[config.mk]
export PLATFORM = sky130hd
export DESIGN_NAME = ssd_safety_diag
export DESIGN_NICKNAME = d
export VERILOG_FILES = /design/src/ssd_pkg.sv /design/src/ssd_mux_if.sv /design/src/ssd_safety_diag.sv /design/src/ssd_diag_mux.sv
export SDC_FILE = /design/constraint.sdc
export NUM_CORES = 1
export LEC_CHECK = 0
export ABC_AREA = 1
export BUFFER_PORTS_ARGS = -buffer_cell sky130_fd_sc_hd__buf_2
export CORE_MARGIN = 1.5
export CORE_UTILIZATION = 57
export CTS_CLUSTER_DIAMETER = 40
export CTS_CLUSTER_SIZE = 14
export DETAILED_ROUTE_END_ITERATION = 12
export PLACE_DENSITY = 0.85
export SLEW_MARGIN = 20
export SYNTH_ARGS = -nofsm -noshare
export SYNTH_HDL_FRONTEND = slang
export SYNTH_SLANG_ARGS = --single-unit
[constraint.sdc]
create_clock -name ref_clk -period 2.15 [get_ports ref_clk]
set_clock_uncertainty 0.1 [all_clocks]
set_input_delay 0.215 -clock ref_clk [delete_from_list [all_inputs] [get_ports ref_clk]]
set_output_delay 0.215 -clock ref_clk [all_outputs]
set_load 0.01 [all_outputs]
[src/ssd_pkg.sv]
// Shared constants and types for the safety self-test and diagnostic multiplexer logic.
// Assumes a single 125 MHz clock domain and an asynchronous active-low power-on reset.
package ssd_pkg;

  // Clock and timing.
  localparam int CLK_MHZ           = 125;
  localparam int ANALOG_SELFTEST_CTRL_TIME_US     = 2000;
  localparam int ANALOG_SELFTEST_CTRL_CYCLES_DEF  = ANALOG_SELFTEST_CTRL_TIME_US * CLK_MHZ;
  localparam int RESET_EXT_DEF     = 64;
  localparam int MIN_TOGGLES       = 4;
  localparam int TOG_W             = 8;

  // Device states, one-hot.
  typedef enum logic [4:0] {
    ST_STANDBY = 5'h01,
    ST_RESET   = 5'h02,
    ST_DIAG    = 5'h04,
    ST_ACTIVE  = 5'h08,
    ST_SAFE    = 5'h10
  } ssd_state_t;

  // Self-test check selection and status bit positions.
  localparam int CHK_RAIL_VOLTAGE_SUPERVISOR   = 0;
  localparam int CHK_CLK    = 1;
  localparam int CHK_TRIM   = 2;
  localparam int STA_REBOOT = 3;
  localparam logic [2:0] CHK_CLK_ONLY = 3'h2;

  // Rail index inside the thermal and current-limit vectors.
  localparam int RAIL_IO  = 0;
  localparam int RAIL_5V  = 1;
  localparam int RAIL_SNS = 2;

  // Bit positions in the synchronised pin vector.
  localparam int P_IGN    = 0;
  localparam int P_BUS    = 1;
  localparam int P_CLKMON = 2;
  localparam int P_AVDD   = 3;
  localparam int P_OT     = 4;
  localparam int P_ILIM   = 7;
  localparam int P_CMP    = 10;
  localparam int CMP_W    = 13;
  localparam int P_G1     = 23;
  localparam int P_G2     = 39;
  localparam int P_G3     = 55;
  localparam int P_G7     = 71;
  localparam int PIN_W    = 87;

  // Diagnostic configuration register layout and multiplexer codes.
  localparam int         MUX_EN_BIT   = 7;
  localparam int         MUX_TYPE_LSB = 0;
  localparam logic [1:0] MUX_TYPE_ANA = 2'h2;
  localparam logic [1:0] MUX_TYPE_DIG = 2'h1;
  localparam logic [3:0] ANA_MAX_CODE = 4'h7;
  localparam logic [2:0] GRP_0        = 3'h0;
  localparam logic [2:0] GRP_1        = 3'h1;
  localparam logic [2:0] GRP_2        = 3'h2;
  localparam logic [2:0] GRP_3        = 3'h3;
  localparam logic [2:0] GRP_7        = 3'h7;

endpackage

[src/ssd_mux_if.sv]
// Interface between the safety controller and the diagnostic output multiplexer.
// Assumes both ends run on the same clock.
`timescale 1ns/1ps
`default_nettype none
interface ssd_mux_if;
  logic        mux_en;
  logic [1:0]  mux_type;
  logic [6:0]  sel;
  logic [15:0] grp0;
  logic [15:0] grp1;
  logic [15:0] grp2;
  logic [15:0] grp3;
  logic [15:0] grp7;
  logic        dout;
  logic        ana_en;
  logic [2:0]  ana_ch;
  modport ctrl (output mux_en, mux_type, sel, grp0, grp1, grp2, grp3, grp7, input dout, ana_en, ana_ch);
  modport mux  (input mux_en, mux_type, sel, grp0, grp1, grp2, grp3, grp7, output dout, ana_en, ana_ch);
endinterface
`default_nettype wire

[src/ssd_safety_diag.sv]
// Safety diagnostic controller: self-test supervision, fault state sequencing, rail enables and diag mux control.
// Assumes analog comparators, thermal and current-limit flags arrive asynchronously; MCU requests are on ref_clk.
`timescale 1ns/1ps
`default_nettype none
// Notes on behaviour
// - Clock test emulates failure, sets loss status.
// - MCU may recheck clock monitor in diag/active.
// - Self-test covers comparators, clock, trim checksum.
// - Self-test failure: safe state, reset low, latch.
// - Wake after failure goes reset then diagnostic.
// - Diagnostic state exposes self-test status to MCU.
// - Any check startable in diagnostic or active.
// - Supply supervision suspended during self-test run.
// - Full self-test run lasts about two milliseconds.
// - 5V or sensor thermal shutdown clears that rail's enable until software sets it again.
// - I/O thermal shutdown: standby, all off, reset.
// - 5V thermal shutdown: reset state, others stay.
// - Current limit sets that rail's status bit.
// - Select register chooses the diagnostic source.
// - Config bit 7 globally enables the multiplexer.
// - Type 10 selects analog, codes 0-7.
// - Type 01 selects digital, group and channel.
// - Group 000 fixed channel assignment.
// - Further groups 001,010,011,111 as listed.
// - Real clock loss: standby, all off, latched.
module ssd_safety_diag
  import ssd_pkg::*;
#(
  parameter int ANALOG_SELFTEST_CTRL_CYCLES = ANALOG_SELFTEST_CTRL_CYCLES_DEF,
  parameter int RESET_EXT    = RESET_EXT_DEF
) (
  input  wire logic         ref_clk,
  input  wire logic         rst_b,
  input  wire logic         ignition_wake_in,
  input  wire logic         bus_wake_in,
  input  wire logic         clock_loss_monitor,
  input  wire logic         analog_supply_uv_flag,
  input  wire logic [12:0]  rail_cmp_in,
  input  wire logic [2:0]   ot_in,
  input  wire logic [2:0]   ilim_in,
  input  wire logic [15:0]  digital_source_mux_grp1_in,
  input  wire logic [15:0]  digital_source_mux_grp2_in,
  input  wire logic [15:0]  digital_source_mux_grp3_in,
  input  wire logic [15:0]  digital_source_mux_grp7_in,
  input  wire logic         trim_crc_ok,
  input  wire logic         analog_selftest_ctrl_start,
  input  wire logic [2:0]   analog_selftest_ctrl_sel,
  input  wire logic         clk_recheck,
  input  wire logic         status_read,
  input  wire logic         go_active,
  input  wire logic         en_5v_set,
  input  wire logic         en_sensor_set,
  input  wire logic [7:0]   diag_config_reg,
  input  wire logic [6:0]   diag_source_select,
  output logic              mcu_reset_out_n,
  output logic [4:0]        dev_state,
  output logic              analog_selftest_ctrl_running,
  output logic [3:0]        analog_selftest_ctrl_status,
  output logic              rail_voltage_supervisor_emul_en,
  output logic              clk_fail_emul,
  output logic              clock_loss_flag,
  output logic              supply_supervision_en,
  output logic              buck_prereg_rail_en,
  output logic              io_rail_cfg_en,
  output logic              rail_5v_fixed_en,
  output logic              sensor_rail_en,
  output logic [2:0]        ilim_status,
  output logic              clk_fail_latched,
  output logic              diag_output_pin,
  output logic              analog_mux_en,
  output logic [2:0]        analog_mux_ch
);

  localparam int CNT_W = $clog2(ANALOG_SELFTEST_CTRL_CYCLES + 1);
  localparam int EXT_W = $clog2(RESET_EXT + 1);
  localparam logic [CNT_W-1:0] RUN_LEN = CNT_W'(ANALOG_SELFTEST_CTRL_CYCLES);
  localparam logic [EXT_W-1:0] EXT_LEN = EXT_W'(RESET_EXT);
  localparam logic [TOG_W-1:0] TOG_MIN = TOG_W'(MIN_TOGGLES);
  localparam logic [TOG_W-1:0] TOG_MAX = '1;

  typedef struct packed {
    logic [PIN_W-1:0] sync1;
    logic [PIN_W-1:0] sync2;
    logic [PIN_W-1:0] prev;
    ssd_state_t       state;
    logic [EXT_W-1:0] ext_cnt;
    logic             running;
    logic [CNT_W-1:0] run_cnt;
    logic [2:0]       mask;
    logic [TOG_W-1:0] vtog;
    logic [TOG_W-1:0] ctog;
    logic [3:0]       status;
    logic             loss_stat;
    logic             buck_en;
    logic             io_en;
    logic             en5;
    logic             ens;
    logic [2:0]       ilim;
    logic             clk_latch;
  } ssd_st_t;

  ssd_st_t r;
  ssd_st_t next_r;

  logic [PIN_W-1:0] pins;
  logic             wake;
  logic             wake_rise;
  logic             clk_mon;
  logic             real_loss;
  logic             ot_io;
  logic             ot_5v;
  logic             ot_sns;
  logic             req_ok;
  logic             run_end;
  logic [2:0]       fail_bits;
  logic             fail_now;

  assign pins = {digital_source_mux_grp7_in, digital_source_mux_grp3_in, digital_source_mux_grp2_in, digital_source_mux_grp1_in, rail_cmp_in,
                 ilim_in, ot_in, analog_supply_uv_flag, clock_loss_monitor, bus_wake_in, ignition_wake_in};

  always_comb begin
    wake      = r.sync2[P_IGN] | r.sync2[P_BUS];
    wake_rise = (r.sync2[P_IGN] & ~r.prev[P_IGN]) | (r.sync2[P_BUS] & ~r.prev[P_BUS]);
    clk_mon   = r.sync2[P_CLKMON];
    real_loss = clk_mon & ~(r.running & r.mask[CHK_CLK]);
    ot_io     = r.sync2[P_OT + RAIL_IO];
    ot_5v     = r.sync2[P_OT + RAIL_5V];
    ot_sns    = r.sync2[P_OT + RAIL_SNS];
    req_ok    = (r.state == ST_DIAG || r.state == ST_ACTIVE) && !r.running
                && ((analog_selftest_ctrl_start && analog_selftest_ctrl_sel != 3'h0) || clk_recheck);
    run_end   = r.running && (r.run_cnt == CNT_W'(1));
    fail_bits[CHK_RAIL_VOLTAGE_SUPERVISOR] = r.mask[CHK_RAIL_VOLTAGE_SUPERVISOR] && (r.vtog < TOG_MIN);
    fail_bits[CHK_CLK]  = r.mask[CHK_CLK] && (r.ctog < TOG_MIN);
    fail_bits[CHK_TRIM] = r.mask[CHK_TRIM] && !trim_crc_ok;
    fail_now  = run_end && (fail_bits != 3'h0);
  end

  always_comb begin
    next_r       = r;
    next_r.sync1 = pins;
    next_r.sync2 = r.sync1;
    next_r.prev  = r.sync2;

    // Read clears first; any flag set in the same cycle overrides it.
    if (status_read) begin
      next_r.status = 4'h0;
      next_r.ilim   = 3'h0;
    end
    next_r.ilim = next_r.ilim | r.sync2[P_ILIM +: 3];

    // Self-test sequencer.
    if (req_ok) begin
      next_r.running = 1'b1;
      next_r.run_cnt = RUN_LEN;
      next_r.mask    = clk_recheck ? CHK_CLK_ONLY : analog_selftest_ctrl_sel;
      next_r.vtog    = '0;
      next_r.ctog    = '0;
    end else if (r.running) begin
      next_r.run_cnt = r.run_cnt - CNT_W'(1);
      if (r.sync2[P_CMP +: CMP_W] != r.prev[P_CMP +: CMP_W] && r.vtog != TOG_MAX) begin
        next_r.vtog = r.vtog + TOG_W'(1);
      end
      if (clk_mon != r.prev[P_CLKMON] && r.ctog != TOG_MAX) begin
        next_r.ctog = r.ctog + TOG_W'(1);
      end
      if (run_end) begin
        next_r.running = 1'b0;
      end
    end
    if (fail_now) begin
      next_r.status[2:0] = next_r.status[2:0] | fail_bits;
    end
    next_r.loss_stat = (r.running && r.mask[CHK_CLK] && clk_mon) || r.clk_latch;

    // Software enables; a standing over-temperature blocks the set.
    if (en_5v_set && !ot_5v && r.state != ST_STANDBY) begin
      next_r.en5 = 1'b1;
    end
    if (en_sensor_set && !ot_sns && r.state != ST_STANDBY) begin
      next_r.ens = 1'b1;
    end
    if (ot_sns) begin
      next_r.ens = 1'b0;
    end

    // Device state sequencing, highest priority fault first.
    if (real_loss) begin
      next_r.state     = ST_STANDBY;
      next_r.clk_latch = 1'b1;
      next_r.running   = 1'b0;
      next_r.buck_en   = 1'b0;
      next_r.io_en     = 1'b0;
      next_r.en5       = 1'b0;
      next_r.ens       = 1'b0;
      next_r.ext_cnt   = '0;
    end else if (ot_io) begin
      next_r.state   = ST_STANDBY;
      next_r.running = 1'b0;
      next_r.buck_en = 1'b0;
      next_r.io_en   = 1'b0;
      next_r.en5     = 1'b0;
      next_r.ens     = 1'b0;
    end else if (fail_now) begin
      next_r.state = ST_SAFE;
    end else if (ot_5v && r.state != ST_STANDBY) begin
      next_r.state   = ST_RESET;
      next_r.en5     = 1'b0;
      next_r.ext_cnt = EXT_LEN;
    end else begin
      case (r.state)
        ST_STANDBY: begin
          if (wake && !r.clk_latch) begin
            next_r.state   = ST_RESET;
            next_r.ext_cnt = EXT_LEN;
            next_r.buck_en = 1'b1;
            next_r.io_en   = 1'b1;
            next_r.en5     = 1'b1;
          end
        end
        ST_RESET: begin
          if (r.ext_cnt == '0) begin
            next_r.state = ST_DIAG;
          end else begin
            next_r.ext_cnt = r.ext_cnt - EXT_W'(1);
          end
        end
        ST_DIAG: begin
          if (go_active && !r.running) begin
            next_r.state = ST_ACTIVE;
          end
        end
        ST_ACTIVE: begin
          next_r.state = ST_ACTIVE;
        end
        ST_SAFE: begin
          if (wake_rise) begin
            next_r.state              = ST_RESET;
            next_r.ext_cnt            = EXT_LEN;
            next_r.status[STA_REBOOT] = 1'b1;
          end
        end
        default: begin
          next_r.state = ST_STANDBY;
        end
      endcase
    end
  end

  always_ff @(posedge ref_clk or negedge rst_b) begin
    if (!rst_b) begin
      r       <= '0;
      r.state <= ST_STANDBY;
    end else begin
      r <= next_r;
    end
  end

  assign mcu_reset_out_n       = (r.state == ST_DIAG) || (r.state == ST_ACTIVE);
  assign dev_state             = r.state;
  assign analog_selftest_ctrl_running         = r.running;
  assign analog_selftest_ctrl_status          = r.status;
  assign rail_voltage_supervisor_emul_en          = r.running & r.mask[CHK_RAIL_VOLTAGE_SUPERVISOR];
  assign clk_fail_emul         = r.running & r.mask[CHK_CLK];
  assign clock_loss_flag       = r.loss_stat;
  assign supply_supervision_en = ~r.running;
  assign buck_prereg_rail_en   = r.buck_en;
  assign io_rail_cfg_en        = r.io_en;
  assign rail_5v_fixed_en      = r.en5;
  assign sensor_rail_en        = r.ens;
  assign ilim_status           = r.ilim;
  assign clk_fail_latched      = r.clk_latch;

  ssd_mux_if mif ();

  assign mif.mux_en   = diag_config_reg[MUX_EN_BIT];
  assign mif.mux_type = diag_config_reg[MUX_TYPE_LSB +: 2];
  assign mif.sel      = diag_source_select;
  assign mif.grp0     = {r.loss_stat, r.sync2[P_CMP +: CMP_W], r.sync2[P_AVDD], 1'b0};
  assign mif.grp1     = {r.sync2[P_G1 + 1 +: 15], 1'b0};
  assign mif.grp2     = {r.sync2[P_G2 + 1 +: 15], 1'b0};
  assign mif.grp3     = {r.sync2[P_G3 + 1 +: 15], 1'b0};
  assign mif.grp7     = {r.sync2[P_G7 + 1 +: 15], 1'b0};

  ssd_diag_mux u_mux (
    .ref_clk (ref_clk),
    .rst_b   (rst_b),
    .m       (mif.mux)
  );

  assign diag_output_pin = mif.dout;
  assign analog_mux_en   = mif.ana_en;
  assign analog_mux_ch   = mif.ana_ch;
endmodule // ssd_safety_diag
`default_nettype wire

[src/ssd_diag_mux.sv]
// Diagnostic output multiplexer: routes an analog source selection or one digital channel to the pin.
// Assumes group vectors are already synchronised to ref_clk.
`timescale 1ns/1ps
`default_nettype none
module ssd_diag_mux
  import ssd_pkg::*;
(
  input  wire logic ref_clk,
  input  wire logic rst_b,
  ssd_mux_if.mux    m
);

  typedef struct packed {
    logic       dout;
    logic       ana_en;
    logic [2:0] ana_ch;
  } ssd_mux_st_t;

  ssd_mux_st_t r;
  ssd_mux_st_t next_r;

  always_comb begin
    next_r = '0;
    if (m.mux_en && m.mux_type == MUX_TYPE_ANA) begin
      next_r.ana_en = (m.sel[3:0] <= ANA_MAX_CODE);
      next_r.ana_ch = m.sel[2:0];
    end else if (m.mux_en && m.mux_type == MUX_TYPE_DIG) begin
      case (m.sel[6:4])
        GRP_0:   next_r.dout = m.grp0[m.sel[3:0]];
        GRP_1:   next_r.dout = m.grp1[m.sel[3:0]];
        GRP_2:   next_r.dout = m.grp2[m.sel[3:0]];
        GRP_3:   next_r.dout = m.grp3[m.sel[3:0]];
        GRP_7:   next_r.dout = m.grp7[m.sel[3:0]];
        default: next_r.dout = 1'b0;
      endcase
    end
  end

  always_ff @(posedge ref_clk or negedge rst_b) begin
    if (!rst_b) begin
      r <= '0;
    end else begin
      r <= next_r;
    end
  end

  assign m.dout   = r.dout;
  assign m.ana_en = r.ana_en;
  assign m.ana_ch = r.ana_ch;
endmodule // ssd_diag_mux
`default_nettype wire

* Word level (Yosys, flattened, before mapping)
Index checks and enable logic that the tools add are counted.
Word-level totals: output and inout bits 28, logic and storage cells 171, input port bits 114, bits in registers 265
Operators by class: $lt $le $gt $ge 4, equality and inequality tests 28, bitwise logic cells 13, reduce and logical (&&, ||, !) cells 45, multiplexer cells 56, $add $sub $neg 4
Operator list (number):
- $mux W19 | 2
- $mux W12 | 3
- $mux W16 | 2
- $pmux W5 S5 | 1
- $logic_and A1 B1 Y1 | 21
- $mux W3 | 7
- $mux W7 | 3
- $pmux W7 S3 | 1
- $bmux W1 S4 | 5
- $mux W1 | 20
- $mux W5 | 4
- $eq A18 B1 Y1 const B | 1
- $ne A6 B6 Y1 const B | 3
- $sub A18 B1 Y18 const B | 1
- $add A8 B1 Y8 const B | 2
- $lt A8 B3 Y1 const B | 2
- $mux W8 | 2
- $ne A8 B8 Y1 const B | 2
- $mux W13 | 1
- $ne A13 B13 Y1 | 1
- $mux W4 | 3
- $ne A4 B4 Y1 const B | 3
- $reduce_bool A3 Y1 | 4
- $reduce_and A4 Y1 | 2
- other kinds (34) | 54

* Depth between registers and ports, before layout
depth in word-level cells 10, depth in mapped cells 12, gate-level depth less buffers 12

* Cells and area by module
A second synthesis with hierarchy kept.
Second synthesis, totals: cell total of the unflattened synthesis 961, area, all modules 9670.5 µm²
By module, submodules not included:
- ssd_safety_diag | area an instance 8468.1 µm², seq. area each 6107.1 µm², times used 1, cells an instance 717
- ssd_diag_mux | area an instance 1202.4 µm², seq. area each 125.1 µm², times used 1, cells an instance 244

* Least setup slack after synthesis
Ideal clock, no wire load.
kind register to register, start register r[21] (netlist name), end register r[21] (netlist name), path slack 0.443 ns, buffers on the path 0, clock period less this slack 1.707 ns, cell stages (with the launch flop) 9, data arrival time 1.488 ns, required time 1.931 ns, setup time 0.119 ns, cells stage by stage dfrtp_1 -> ha_1 -> nand3_1 -> nand3b_1 -> nor2_1 -> a21oi_2 -> nand2_2 -> nand3_1 -> nand2_1
Between the ends: word-level cells in the longest chain between the ends 4, elaborated cells on any way between the ends 8, classes of those cells add/sub: 1; eq/ne: 1; mux: 3; reduce/logical: 3
RTL lines:
- start, declared | RTL line ssd_safety_diag.sv:102 | ssd_st_t r;
- start signal, assigned | RTL line ssd_safety_diag.sv:254 | r <= next_r;
- $add A8 B1 Y8 / $ne A8 B8 Y1 (equally long branches) | RTL line ssd_safety_diag.sv:161, ssd_safety_diag.sv:160
- $mux W8 / $logic_and A1 B1 Y1 (equally long branches) | RTL line ssd_safety_diag.sv:160 | if (r.sync2[P_CMP +: CMP_W] != r.prev[P_CMP +: CMP_W] && r.vtog != TOG_MAX) begin
- $mux W16 / $reduce_bool A2 Y1 (equally long branches)
- $mux W16 / $reduce_and A2 Y1 (equally long branches)
Several ways; a longest one is shown, not always the timed one. The select of a mux whose other input is x is not followed. A chain may end at the register's enable or synchronous reset.

* Worst setup path in the final report
start register r (netlist bit dev_state[0]), end output mcu_reset_out_n
Between the ends: word-level cells in the longest chain between the ends 2, elaborated cells on any way between the ends 3, classes of those cells eq/ne: 2; reduce/logical: 1
RTL lines:
- $eq A5 B3 Y1 / $eq A5 B4 Y1 (equally long branches) | RTL line ssd_safety_diag.sv:258 | assign mcu_reset_out_n = (r.state == ST_DIAG) || (r.state == ST_ACTIVE);
- $logic_or A1 B1 Y1 (*) | RTL line ssd_safety_diag.sv:258
- end, declared | RTL line ssd_safety_diag.sv:55 | output logic mcu_reset_out_n,
Every way passes the cells marked *; elsewhere a longest branch is shown, timed or not.

==> Implementation_results.wiki <==
{| class="wikitable"
! Metric !! Value
|-
| Port-buffer cells || 132
|-
| Ratio of cells with drive above 1 in the final layout || 21.9%
|-
| Number of nets still failing antenna checks after routing || 0
|-
| Starting DRT DRC Count || 558
|-
| Final Routed Wirelength || 23900 µm
|-
| Row count || 47
|-
| Number of warnings reported in the yosys synthesis log || 0
|-
| Internal power of the cells || 8.38 mW
|-
| Actual slew at the worst max-slew pin || 0.479 ns
|-
| Post-synthesis instance area || 9630 µm²
|-
| Final number of setup-violating endpoints || 0
|-
| Mean instance size in the synthesized netlist || 10.4 µm²
|-
| Number of hold-slack violations in the final timing report || 0
|-
| Multi-input gate area in the final layout || 2720 µm²
|-
| Count of different cell masters after synthesis || 48
|-
| Via density per instance || 5.23
|-
| Number of sinks on the clock net || 249
|-
| HPWL after detailed placement || 13600 µm
|-
| Final max-slew violation count || 0
|-
| Number of cells after detailed placement || 1259
|-
| Ordered list of cells on the worst path || inv_1 -> nand2_2 -> nor3_4 -> buf_4 -> buf_2
|-
| Number of antenna violations at the first check in global routing || 2
|-
| Number of flip-flops and latches in the synthesized netlist || 249
|-
| TritonCTS buffer count || 31
|-
| Required arrival time at the worst endpoint || 1.84 ns
|-
| Worst Setup Start Kind || flop
|-
| Sequential power share || 45.7%
|-
| Number of max-cap violations || 0
|-
| Power density over the cells || 873 nW/µm²
|-
| Synth Net Count || 1042
|-
| CP Buf/Inv Count || 3
|-
| Register cell area after layout || 6230 µm²
|-
| Kind of capture point of the worst setup path || output port
|-
| Buffers inserted during post-CTS setup optimization || 0
|-
| Setup Crit Path Kind || flop to output port
|-
| Via count of the first global-routing pass || 7808
|-
| Number of optimization iterations in the first detailed-route pass || 7
|-
| Top Family by Delay on Critical Path || buffers and inverters
|-
| Clk pwr share || 46.8%
|-
| Power dissipated by switching net loads || 2.61 mW
|-
| Final instance count without filler cells || 1417
|-
| Async S/R FF share, synth || 100%
|-
| Slowest CP cell || sky130_fd_sc_hd__dfstp_2
|-
| GR Overflow Total || 0
|-
| Clock latency of the later-clocked register in the worst-skew pair || 0.55 ns
|-
| Delay of the slowest cell on the worst path || 0.36 ns
|-
| Wire length of the first global-routing pass || 38500 µm
|-
| Total global-route track usage || 27.6%
|-
| Post-synthesis sequential area ratio || 64.7%
|-
| LEAKAGE || 6.24 nW
|-
| Post-Syn Instances || 922
|-
| Worst vdd ir || 0.776 mV
|-
| Time the final worst path needs with I/O delays and setup || 2.04 ns
|-
| Initial core utilization || 58.3%
|-
| Number of top-level design ports || 142
|-
| Run status || complete, no violations
|-
| FMAX || 490 MHz
|-
| Number of vias in the routed layout || 7415
|-
| Final total negative setup slack || 0 ns
|-
| Die height || 133 µm
|-
| Area of the die || 17700 µm²
|-
| Clock tree from TritonCTS || done
|-
| Prevailing post-synth register cell || sky130_fd_sc_hd__dfrtp_1
|-
| Net switching share of the total power || 23.7%
|-
| Slew Limit Headroom || 67.6%
|-
| Clock root buffer || sky130_fd_sc_hd__clkbuf_16
|-
| Last weighted congestion value of the routability-driven placer || 0.894
|-
| Longest Clk Path Bufs || 3
|-
| Core area || 16500 µm²
|-
| Post-route clock period utilization || 95.0%
|-
| Number of H-tree branching levels || 1
|-
| Layout overhead on the synthesized area || 30.7%
|-
| Routed length per placed instance || 16.9 µm
|-
| Largest driver fanout on the critical path || 4
|-
| Final routed DRC violation total || 0
|-
| Layout filler cell count || 959
|-
| Hold crit path type || input port to asynchronous set/reset pin
|-
| Data arrival, critical path || 1.73 ns
|-
| Power after layout || 11.0 mW
|-
| Number of enable-type register cells in the synthesized netlist || 0
|-
| Clock transition at the registers of the reported paths || 0.06 ns
|-
| Pin count of the biggest net entering global routing || 64
|-
| Horizontal die dimension || 133 µm
|-
| Unrepaired setup endpoints after global routing || no
|-
| Logic gate share of total power || 7.5%
|-
| Net count of the finished layout || 1291
|}
-- path summary, 6_finish.rpt --
| check | depth (start not counted) | to | slack (ns) | startpoint |
|---|---|---|---|---|
| min reg2reg | 0 | mif.grp3[1]$_DFF_PN0_ | 0.24 | next_r[206]$_DFF_PN0_ |
| max reg2reg | 11 | r[46]$_DFFE_PN0P_ | 0.25 | r[32]$_DFFE_PN0P_ |
| max in group asynchronous | 3 | dev_state[0]$_DFFE_PN1P_ | 1.15 | rst_b |
| min | 2 | mif.grp3[3]$_DFF_PN0_ | 0.10 | rst_b |
| min in group ref_clk | 6 | r[16]$_DFFE_PN0P_ | 0.17 | analog_selftest_ctrl_start |
| max | 5 | mcu_reset_out_n | 0.11 | dev_state[0]$_DFFE_PN1P_ |
-- power by group through the flow --
stage / Sequential, mW / Clock, mW / Combinational, mW
after global placement: 5.08 / 0 / 0.629
final: 5.02 / 5.15 / 0.825
after CTS: 5.01 / 5.17 / 0.801
after floorplan: 5.06 / 0 / 0.344
after detailed placement: 5.09 / 0 / 0.653
after global routing: 5.04 / 5.40 / 0.919
-- synthesized netlist by cell type, drive strengths merged (2+ instances only) --
cell type | number | area (µm²)
a21o | 3 | 22.5
a21oi | 11 | 62.6
buf | 27 | 184
clkbuf | 5 | 18.8
dfrtp | 248 | 6210
ha | 6 | 75.1
inv | 124 | 468
nand2 | 169 | 677
nand3 | 115 | 631
nand3b | 3 | 22.5
nand4 | 21 | 138
nor2 | 79 | 350
nor3 | 21 | 136
nor3b | 2 | 15.0
o211ai | 6 | 45.0
o21ai | 33 | 176
o22ai | 3 | 18.8
o31ai | 3 | 22.5
or2 | 9 | 56.3
xnor2 | 8 | 70.1
xor2 | 17 | 149
-- per-stage QoR --
step	worst slack (ns)	hold WS (ns)	instance area, µm²	util (%)
after floorplan	0.443	-0.181	9630	-
after global placement	0.314	0.0793	10500	63.8
after detailed placement	0.243	0.0858	10500	63.8
after CTS	0.0999	0.0204	12600	76.1
after global routing	0.0419	0.145	12600	76.2
final	0.108	0.104	12600	76.2
-- layout by cell type (no fill, tap or decap), drive strengths merged, types with 3 or more instances in the layout --
cell,count
ha,6
nand3b,3
buf,149
o21ai,33
inv,128
bufinv,3
nand4,21
clkinv,8
o211ai,6
a21oi,11
xor2,17
clkbuf,38
a21o,3
o22ai,3
dlygate4sd3,99
nand3,115
xnor2,8
dfrtp,248
o31ai,3
or2,9
nor3,21
nor2,79
nand2,169
clkinvlp,5
-- layer usage --
layer	part of all wire [%]	wire (µm)	vias up	GRT usage, %
li1	-	-	3437	-
met1	40	9480	3608	35.0
met2	51	12200	288	46.9
met3	4.9	1180	82	3.52
met4	4.6	1090	0	14.1
met5	0	0	-	0
-- final cells by class --
type | count | area share (%)
Antenna cell | 2 | 0.0398
Clock buffer | 38 | 6.53
Clock inverter | 19 | 1.74
Inverter | 125 | 3.75
Multi-Input combinational cell | 516 | 21.6
Sequential cell | 249 | 49.5
Tap cell | 220 | 2.19
Timing Repair Buffer | 248 | 14.6
-- what timing repair did --
action | in CTS | in global routing
gates resized for setup | 0 | 1
endpoints found under the setup margin | 0 | 1
hold buffers | 99 | 0
endpoints found under the hold margin | 348 | 0
-- cells by family (layout without fill, tap and decap cells) --
group	Yosys count	count (layout)	share of synthesized area, %
XOR/XNOR	25	25	2.27
AO/OA/AOI/OAI	64	64	4.04
AND/OR/NAND/NOR	421	421	21.2
buffers and inverters	157	430	7.00
flip-flops	249	249	64.7
adder cells (fa/ha/maj)	6	6	0.780
other	0	2	0
-- sequential cells by signal, indices dropped and copies added, names as in the netlist, 3 cells and up --
name                         cells
next_r                          91
r                               60
mif.grp1                        15
mif.grp2                        15
mif.grp3                        15
mif.grp7                        15
mif.grp0                        14
dev_state                        5
analog_selftest_ctrl_status      4
ilim_status                      3
u_mux.m.ana_ch                   3
No activity file was read; power rests on OpenSTA's default activity.
